File: config.mk
export PLATFORM = sky130hd
export DESIGN_NAME = mcob_ctl
export DESIGN_NICKNAME = d
export VERILOG_FILES = /design/src/verilog/mcob_pkg.sv /design/src/verilog/mcob_ctl.sv /design/src/verilog/mcob_pulse_timer.sv
export SDC_FILE = /design/constraint.sdc
export NUM_CORES = 1
export LEC_CHECK = 0
export ABC_AREA = 1
export ABC_CLOCK_PERIOD_IN_PS = 2000
export BUFFER_PORTS_ARGS = -buffer_cell sky130_fd_sc_hd__buf_2
export CORE_MARGIN = 2
export CORE_UTILIZATION = 41
export CTS_CLUSTER_SIZE = 14
export DETAILED_ROUTE_END_ITERATION = 10
export PLACE_DENSITY = 0.68
export SYNTH_ARGS = -nofsm -noshare
export SYNTH_HDL_FRONTEND = slang
export SYNTH_SLANG_ARGS = --single-unit
File: constraint.sdc
create_clock -name clk -period 2 [get_ports clk]
set_clock_uncertainty 0.2 [all_clocks]
set_input_delay 0.2 -clock clk [delete_from_list [all_inputs] [get_ports clk]]
set_output_delay 0.2 -clock clk [all_outputs]
set_load 0.1 [all_outputs]
File: src/verilog/mcob_pkg.sv
// shared types and constants of the modem control output byte
package mcob_pkg;

	// -------------------------------------------------------------
	// byte layout
	// -------------------------------------------------------------
	localparam int unsigned BIT_UNUSED   = 0;
	localparam int unsigned BIT_STANDBY  = 1;
	localparam int unsigned BIT_MAINT2   = 2;
	localparam int unsigned BIT_MAINT1   = 3;
	localparam int unsigned BIT_HALF_DPX = 4;
	localparam int unsigned BIT_FREQ_SEL = 5;
	localparam int unsigned BIT_TERM_RDY = 6;
	localparam int unsigned BIT_POLLING  = 7;

	localparam logic [7:0] CTL_RESET = 8'h00;

	// -------------------------------------------------------------
	// timing
	// -------------------------------------------------------------
	localparam int unsigned CLK_MHZ      = 50;
	localparam int unsigned POLL_TIME_NS = 10000;
	// least time, so rounded up to whole cycles
	localparam int unsigned POLL_CYCLES  = (POLL_TIME_NS * CLK_MHZ + 999) / 1000;
	localparam int unsigned POLL_CW      = 10;

	// -------------------------------------------------------------
	// carriers
	// -------------------------------------------------------------
	// bit order follows the byte, bit 7 first
	typedef struct packed {
		logic polling;
		logic terminal_ready;
		logic select_freq;
		logic half_duplex;
		logic maint1;
		logic maint2;
		logic standby;
		logic unused;
	} mcob_ctl_t;

	// write / read of the modem control output byte by the control command
	typedef struct packed {
		logic       wr;
		logic       rd;
		logic [7:0] wr_data;
	} mcob_cmd_t;

	// mode definition command
	typedef struct packed {
		logic valid;
		logic half_duplex;
		logic control_station;
	} mcob_mode_t;

endpackage : mcob_pkg

File: src/verilog/mcob_ctl.sv
// modem control output byte with half-duplex receive interlock
// How it works
// RL1 - standby and both maintenance selects reset to zero.
// RL2 - half-duplex bit ignores software writes; only the device changes it.
// RL3 - line characteristics change only on a mode definition command.
// RL4 - in half-duplex, receiver is off while the transmitter sends.
// RL5 - bit 5 drives band select: on means high transmit, low receive band.
// RL6 - a band-selecting modem must be set to ignore that output.
// RL7 - bit 6 drives terminal ready, holding the modem on the line.
// RL8 - on terminal ready off, the modem drains sent data before hanging up.
// RL9 - control station pulses polling briefly before an expected message.
// RL10 - bit 0 ignores writes and reads as zero.
// RL11 - request to send AND half-duplex blinds the receiver.
module mcob_ctl (
	input  wire logic                 clk,
	input  wire logic                 reset_n,
	input  wire mcob_pkg::mcob_cmd_t  cmd,
	input  wire mcob_pkg::mcob_mode_t mode,
	input  wire logic                 expect_msg,
	input  wire logic                 rts,
	input  wire logic                 tx_active,
	output logic [7:0]                rd_data,
	output logic                      rd_valid,
	output mcob_pkg::mcob_ctl_t       modem,
	output logic                      rx_enable
);
	import mcob_pkg::*;

	// -------------------------------------------------------------
	// state
	// -------------------------------------------------------------
	typedef struct packed {
		mcob_ctl_t  ctl;
		logic       control_station;
		logic [7:0] rd_data;
		logic       rd_valid;
	} mcob_state_t;

	mcob_state_t state;
	mcob_state_t next_state;
	logic        poll_start;
	logic        poll_busy;
	logic        tx_busy;

	// -------------------------------------------------------------
	// polling pulse
	// -------------------------------------------------------------
	// at a control station, a software write of bit 7 or an expected-message strobe asks for a poll
	assign poll_start = state.control_station &&
		(expect_msg || (cmd.wr && cmd.wr_data[BIT_POLLING])); // RL9

	mcob_pulse_timer #(
		.CYCLES (POLL_CYCLES)
	) u_poll (
		.clk     (clk),
		.reset_n (reset_n),
		.start   (poll_start),
		.busy    (poll_busy)
	);

	// -------------------------------------------------------------
	// next state
	// -------------------------------------------------------------
	always_comb begin
		next_state          = state;
		next_state.rd_valid = 1'b0;
		if (cmd.wr) begin
			next_state.ctl.standby        = cmd.wr_data[BIT_STANDBY];
			next_state.ctl.maint2         = cmd.wr_data[BIT_MAINT2];
			next_state.ctl.maint1         = cmd.wr_data[BIT_MAINT1];
			next_state.ctl.select_freq    = cmd.wr_data[BIT_FREQ_SEL]; // RL5
			next_state.ctl.terminal_ready = cmd.wr_data[BIT_TERM_RDY]; // RL7
		end
		// half-duplex and station role are only taken from a mode definition
		if (mode.valid) begin
			next_state.ctl.half_duplex = mode.half_duplex; // RL2 RL3
			next_state.control_station = mode.control_station; // RL3
		end
		next_state.ctl.polling = poll_busy; // RL9
		next_state.ctl.unused  = 1'b0; // RL10
		if (cmd.rd) begin
			next_state.rd_data  = state.ctl;
			next_state.rd_data[BIT_UNUSED] = 1'b0; // RL10
			next_state.rd_valid = 1'b1;
		end
	end

	always_ff @(posedge clk or negedge reset_n) begin
		if (!reset_n) begin
			state <= '{ctl: mcob_ctl_t'(CTL_RESET), control_station: 1'b0,
				rd_data: 8'h00, rd_valid: 1'b0}; // RL1
		end else begin
			state <= next_state;
		end
	end

	// -------------------------------------------------------------
	// outputs
	// -------------------------------------------------------------
	assign modem    = state.ctl;
	assign rd_data  = state.rd_data;
	assign rd_valid = state.rd_valid;
	// the band-select line goes out even though the modem may ignore it
	assign tx_busy   = rts || tx_active;
	assign rx_enable = !(state.ctl.half_duplex && tx_busy); // RL4 RL11

	// -------------------------------------------------------------
	// checks
	// -------------------------------------------------------------
	logic [POLL_CW:0] poll_len;

	always_ff @(posedge clk or negedge reset_n) begin
		if (!reset_n) begin
			poll_len <= '0;
		end else if (state.ctl.polling) begin
			poll_len <= poll_len + (POLL_CW+1)'(1);
		end else begin
			poll_len <= '0;
		end
	end

	chk_reset_defaults: assert property (@(posedge clk) disable iff (!reset_n) // RL1
		!$past(reset_n) |-> !modem.standby && !modem.maint1 && !modem.maint2)
		else $error("selects not zero after reset");

	chk_write_keeps_hd: assert property (@(posedge clk) disable iff (!reset_n) // RL2
		cmd.wr && !mode.valid |=> modem.half_duplex == $past(modem.half_duplex))
		else $error("write changed half-duplex");

	chk_hd_by_mode: assert property (@(posedge clk) disable iff (!reset_n) // RL3
		$changed(modem.half_duplex) |-> $past(mode.valid))
		else $error("half-duplex changed without mode definition");

	chk_rx_blinded: assert property (@(posedge clk) disable iff (!reset_n) // RL4
		modem.half_duplex && tx_active |-> !rx_enable)
		else $error("receiver open while sending in half-duplex");

	chk_rts_and_hd: assert property (@(posedge clk) disable iff (!reset_n) // RL11
		rx_enable == !(modem.half_duplex && (rts || tx_active)))
		else $error("receive interlock wrong");

	chk_band_follows: assert property (@(posedge clk) disable iff (!reset_n) // RL5
		cmd.wr |=> modem.select_freq == $past(cmd.wr_data[5]))
		else $error("band select not written");

	chk_ready_follows: assert property (@(posedge clk) disable iff (!reset_n) // RL7
		cmd.wr ##1 !cmd.wr |=> modem.terminal_ready == $past(cmd.wr_data[6], 2))
		else $error("terminal ready not held");

	chk_poll_cause: assert property (@(posedge clk) disable iff (!reset_n) // RL9
		$rose(modem.polling) |-> $past(state.control_station, 2) &&
			$past(expect_msg || (cmd.wr && cmd.wr_data[7]), 2))
		else $error("polling without station request");

	chk_poll_length: assert property (@(posedge clk) disable iff (!reset_n) // RL9
		$fell(modem.polling) |-> $past(poll_len) == (POLL_CW+1)'(POLL_CYCLES - 1))
		else $error("polling pulse length wrong");

	chk_bit0_zero: assert property (@(posedge clk) disable iff (!reset_n) // RL10
		rd_valid |-> !rd_data[0] && !modem.unused)
		else $error("unused bit not zero");

	chk_read_shows: assert property (@(posedge clk) disable iff (!reset_n) // RL2
		cmd.rd |=> rd_valid && rd_data[4] == $past(modem.half_duplex))
		else $error("read does not show half-duplex");

	chk_read_whole: assert property (@(posedge clk) disable iff (!reset_n) // RL10
		cmd.rd |=> rd_data[7:1] == $past(modem[7:1]))
		else $error("read does not show the byte");

	chk_read_pulse: assert property (@(posedge clk) disable iff (!reset_n) // RL10
		!cmd.rd |=> !rd_valid)
		else $error("read valid without read");

	chk_unused_low: assert property (@(posedge clk) disable iff (!reset_n) // RL10
		!modem.unused)
		else $error("unused output bit set");

	// -------------------------------------------------------------
	// checks: written bits
	// -------------------------------------------------------------
	chk_selects_written: assert property (@(posedge clk) disable iff (!reset_n) // RL1
		cmd.wr |=> {modem.maint1, modem.maint2, modem.standby} ==
			$past(cmd.wr_data[BIT_MAINT1:BIT_STANDBY]))
		else $error("selects not written");

	chk_selects_hold: assert property (@(posedge clk) disable iff (!reset_n) // RL1
		!cmd.wr |=> $stable({modem.maint1, modem.maint2, modem.standby}))
		else $error("selects changed without write");

	chk_band_holds: assert property (@(posedge clk) disable iff (!reset_n) // RL5
		!cmd.wr |=> $stable(modem.select_freq))
		else $error("band select changed without write");

	chk_ready_written: assert property (@(posedge clk) disable iff (!reset_n) // RL7
		cmd.wr |=> modem.terminal_ready == $past(cmd.wr_data[BIT_TERM_RDY]))
		else $error("terminal ready not written");

	chk_ready_holds: assert property (@(posedge clk) disable iff (!reset_n) // RL7
		!cmd.wr |=> $stable(modem.terminal_ready))
		else $error("terminal ready changed without write");

	// -------------------------------------------------------------
	// checks: mode and receive interlock
	// -------------------------------------------------------------
	chk_hd_from_mode: assert property (@(posedge clk) disable iff (!reset_n) // RL3
		mode.valid |=> modem.half_duplex == $past(mode.half_duplex))
		else $error("half-duplex not taken from mode definition");

	chk_role_from_mode: assert property (@(posedge clk) disable iff (!reset_n) // RL3
		!mode.valid |=> $stable(state.control_station))
		else $error("station role changed without mode definition");

	chk_rx_open: assert property (@(posedge clk) disable iff (!reset_n) // RL11
		!modem.half_duplex |-> rx_enable)
		else $error("receiver closed in full duplex");

	chk_rts_blinds: assert property (@(posedge clk) disable iff (!reset_n) // RL11
		modem.half_duplex && rts |-> !rx_enable)
		else $error("receiver open while requesting to send");

	// -------------------------------------------------------------
	// checks: polling
	// -------------------------------------------------------------
	chk_poll_starts: assert property (@(posedge clk) disable iff (!reset_n) // RL9
		state.control_station && expect_msg && !poll_busy |-> ##2 modem.polling)
		else $error("expected message gave no polling pulse");

	chk_poll_gated: assert property (@(posedge clk) disable iff (!reset_n) // RL9
		!state.control_station && !poll_busy |=> !poll_busy)
		else $error("polling started away from control station");

endmodule : mcob_ctl

File: src/verilog/mcob_pulse_timer.sv
// fixed-length pulse generator, ignores starts while running
module mcob_pulse_timer #(
	parameter int unsigned CYCLES = 1
) (
	input  wire logic clk,
	input  wire logic reset_n,
	input  wire logic start,
	output logic      busy
);
	import mcob_pkg::*;

	localparam logic [POLL_CW-1:0] LAST = POLL_CW'(CYCLES - 1);

	typedef struct packed {
		logic               run;
		logic [POLL_CW-1:0] count;
	} mcob_tmr_t;

	mcob_tmr_t state;
	mcob_tmr_t next_state;

	always_comb begin
		next_state = state;
		if (state.run) begin
			if (state.count == LAST) begin
				next_state.run   = 1'b0;
				next_state.count = '0;
			end else begin
				next_state.count = state.count + POLL_CW'(1);
			end
		end else if (start) begin
			next_state.run   = 1'b1;
			next_state.count = '0;
		end
	end

	always_ff @(posedge clk or negedge reset_n) begin
		if (!reset_n) begin
			state <= '0;
		end else begin
			state <= next_state;
		end
	end

	assign busy = state.run;

endmodule : mcob_pulse_timer
==> impl_metrics.ini <==
[outcome]
status = finished clean

[global_routing]
grt_pass1_wl_um = 4430
grt_pass1_vias = 1020
grt-ovfl-total = 0
grt_use_met3 = 0.0211
use_met1 = 0.178
use_met2 = 0.236
busiest_layer = met2
grt_usage = 0.136
grt_max_degree = 28
antenna_found_initial = 0

[cells_and_area]
fin_nets = 216
drive_above_1_share = 0.291
register_area_um2 = 676
n_antenna_cell = 0
syn_to_final_growth_pct = 16.1
multi_input_area_um2 = 579
fillCellCount = 312

[power_and_ir_drop]
swShare = 0.386
ir_drop_mv = 0.211
power_density_nw_per_um2 = 681
sequentialPowerShare = 0.509
p_comb_frac = 0.292
p_leak_nw = 0.784
switching_power_uw = 446
clockPowerShare = 0.199
p_int_uw = 710

[die]
die_x_um = 63.8
coreArea_um2 = 3390
die_y_um = 63.8
rows = 21
die_area_um2 = 4060
initial_utilization = 0.432
pin_count = 36

[synth]
synth-seq-cells = 27
yosysMostFrequentCell = nand2_1
syn-instance-count = 166
seq_area_frac_synth = 0.462
synthTopCellsByArea = dfrtp_1, nand2_1, buf_4
synth_top_area_cell = dfrtp_1
ys_types = 28
ys.flop_type = dfrtp_1
synth_edf_count = 0
yosys.area.top_type_share = 0.462
netlist_area_um2 = 1460
synth_common_cells = nand2_1, dfrtp_1, buf_4
async_reset_ff_frac = 1.00
syn_area_per_cell_um2 = 8.82
yosys_warnings = 0

[setup_path]
cp_cell_sequence = dlygate4sd3_1 -> buf_2 -> mux2_2 -> dlygate4sd3_1
crit_top_cell = dlygate4sd3_1
cp_max_fo = 3
cp_data_arrival_time_ps = 1700
start_kind = input pin
cp_num_cells = 4
slowest_delay_ps = 550
crit_slowest_cell = dlygate4sd3_1
cp.required_ps = 2020
cpLargestDelayFamily = buffers and inverters
path_class = in2reg
worstSetupEndpointType = flop
worst-r2r-cell-count = 8
crit_buf_inv = 3

[sta]
worst_pin_slew_ps = 590
timing.fmax_mhz = 595
hold_viol_final = 0
period_needed_ps = 1680
fin_ws_ps = 319
slew_headroom = 0.607
finalSetupViolCount = 0
maxSlewViolCount = 0
finalCritPeriodShare = 0.841
setup-tns-final_ps = 0
rsz0062_at_grt = false

[worst_hold_path]
hold_path_depth = 4
hp-class = in2reg

[drt]
firstDrtPassIters = 6
vias = 1094
wire_per_inst_um = 10.7
drt_wl_total_um = 2600
route.detailed.drc = 0
via_per_inst = 4.52
ant_nets = 0
drt_iter0_drc = 37

[clock_tree]
clock-sinks = 27
holdBufCountCts = 14
cts_max_path_buffers = 2
clock-root-buffer = clkbuf_4
tritoncts = done
post_cts_resized = 0
numCtsBuffers = 3
clk_pin_slew_ps = 140
cts_max_level = 1
postCtsSetupBuffers = 0
clkLatencyLatePin_ps = 310

[placed_design]
gp_congestion = 0.798
port_buffers = 31
place_hpwl_um = 1810
place_ws_ps = 444

[flow_run]
maxCapViolations = 0
[worst paths after layout]
path                            startpoint               to  slack [ps]
max                                mode[2]         state[9]         320
min                             expect_msg      u_poll.busy          80
max reg2reg                u_poll.state[1]  u_poll.state[8]         420
min reg2reg                       modem[7]       rd_data[7]         320
max in group asynchronous          reset_n  u_poll.state[7]        1010
min in group asynchronous          reset_n         modem[7]         200
[layout make-up]
| cell class | instances | area share |
|---|---|---|
| Clock inverter | 1 | 0.00295 |
| Timing Repair Buffer | 46 | 0.178 |
| Multi-Input combinational cell | 104 | 0.341 |
| Tap cell | 46 | 0.0339 |
| Clock buffer | 3 | 0.0133 |
| Inverter | 15 | 0.0331 |
| Sequential cell | 27 | 0.398 |
[cells by family (layout without fill, tap and decap cells)]
family / Yosys count / in the layout / share of synthesized area
other: 1 / 2 / 0.00256
multiplexers: 2 / 2 / 0.0154
flip-flops: 27 / 27 / 0.462
AO/OA/AOI/OAI: 19 / 19 / 0.0821
adder cells (fa/ha/maj): 1 / 1 / 0.00855
XOR/XNOR: 3 / 3 / 0.0180
buffers and inverters: 36 / 65 / 0.145
AND/OR/NAND/NOR: 77 / 77 / 0.267
[flip-flops by register name (all words and copies together) (netlist names)]
name,flops
modem,7
state,1
rd_data,7
u_poll.busy,1
u_poll.state,10
rd_valid,1
[through the flow]
step	util	hold WS, ps	cell area [um^2]	cells	power (mW)
6_report	0.501	82.0	1700	242	1.16
5_1_grt	0.501	92.4	1700	242	1.21
4_1_cts	0.501	81.3	1700	242	1.16
3_5_place_dp	0.452	37.3	1530	224	0.915
3_3_place_gp	0.452	40.4	1530	224	0.913
2_1_floorplan	-	-296	1470	167	0.894
[worst register-to-register path: stages (launching register included)]
cell     delay, ps
dfrtp_1        410
ha_1           370
nand3_2        150
nor2_2         120
nand2_1         60
nand2_1         50
nand2_1         40
nand2_1         50
nand2_1         40
[power by group through the flow]
stage | sequential, mW | clock (mW) | combinational, mW
global placement | 0.598 | 0 | 0.314
detailed placement | 0.599 | 0 | 0.316
CTS | 0.588 | 0.239 | 0.338
floorplan | 0.604 | 0 | 0.290
finish | 0.588 | 0.230 | 0.338
global route | 0.592 | 0.265 | 0.354
[cells in the final DEF, fill, tap and decap left out]
cell type,netlist,layout
a21oi_4,1,1
nand2_1,37,37
nand4_4,1,1
nor2_2,1,1
xnor2_1,2,2
inv_1,13,13
o21ai_1,1,2
dfrtp_1,27,27
nor2_1,15,15
o21ai_0,7,6
nand4_1,4,4
dlygate4sd3_1,0,14
xor2_1,1,1
nor2_4,4,4
buf_4,16,1
conb_1,1,2
inv_2,2,2
nand2_4,2,2
buf_2,2,31
clkbuf_4,0,3
nand3_1,8,8
a21oi_1,6,6
clkinv_2,0,1
mux2_2,2,2
nand2_2,4,4
o21ai_2,3,3
nand3_2,1,1
ha_1,1,1
a21o_1,1,1
[per-layer routing]
layer	part of all wire	vias up
met3	0.042	2
met1	0.48	495
met5	0	-
met4	0.0069	0
met2	0.47	29
li1	-	568
No activity file was read; power rests on OpenSTA's default activity.
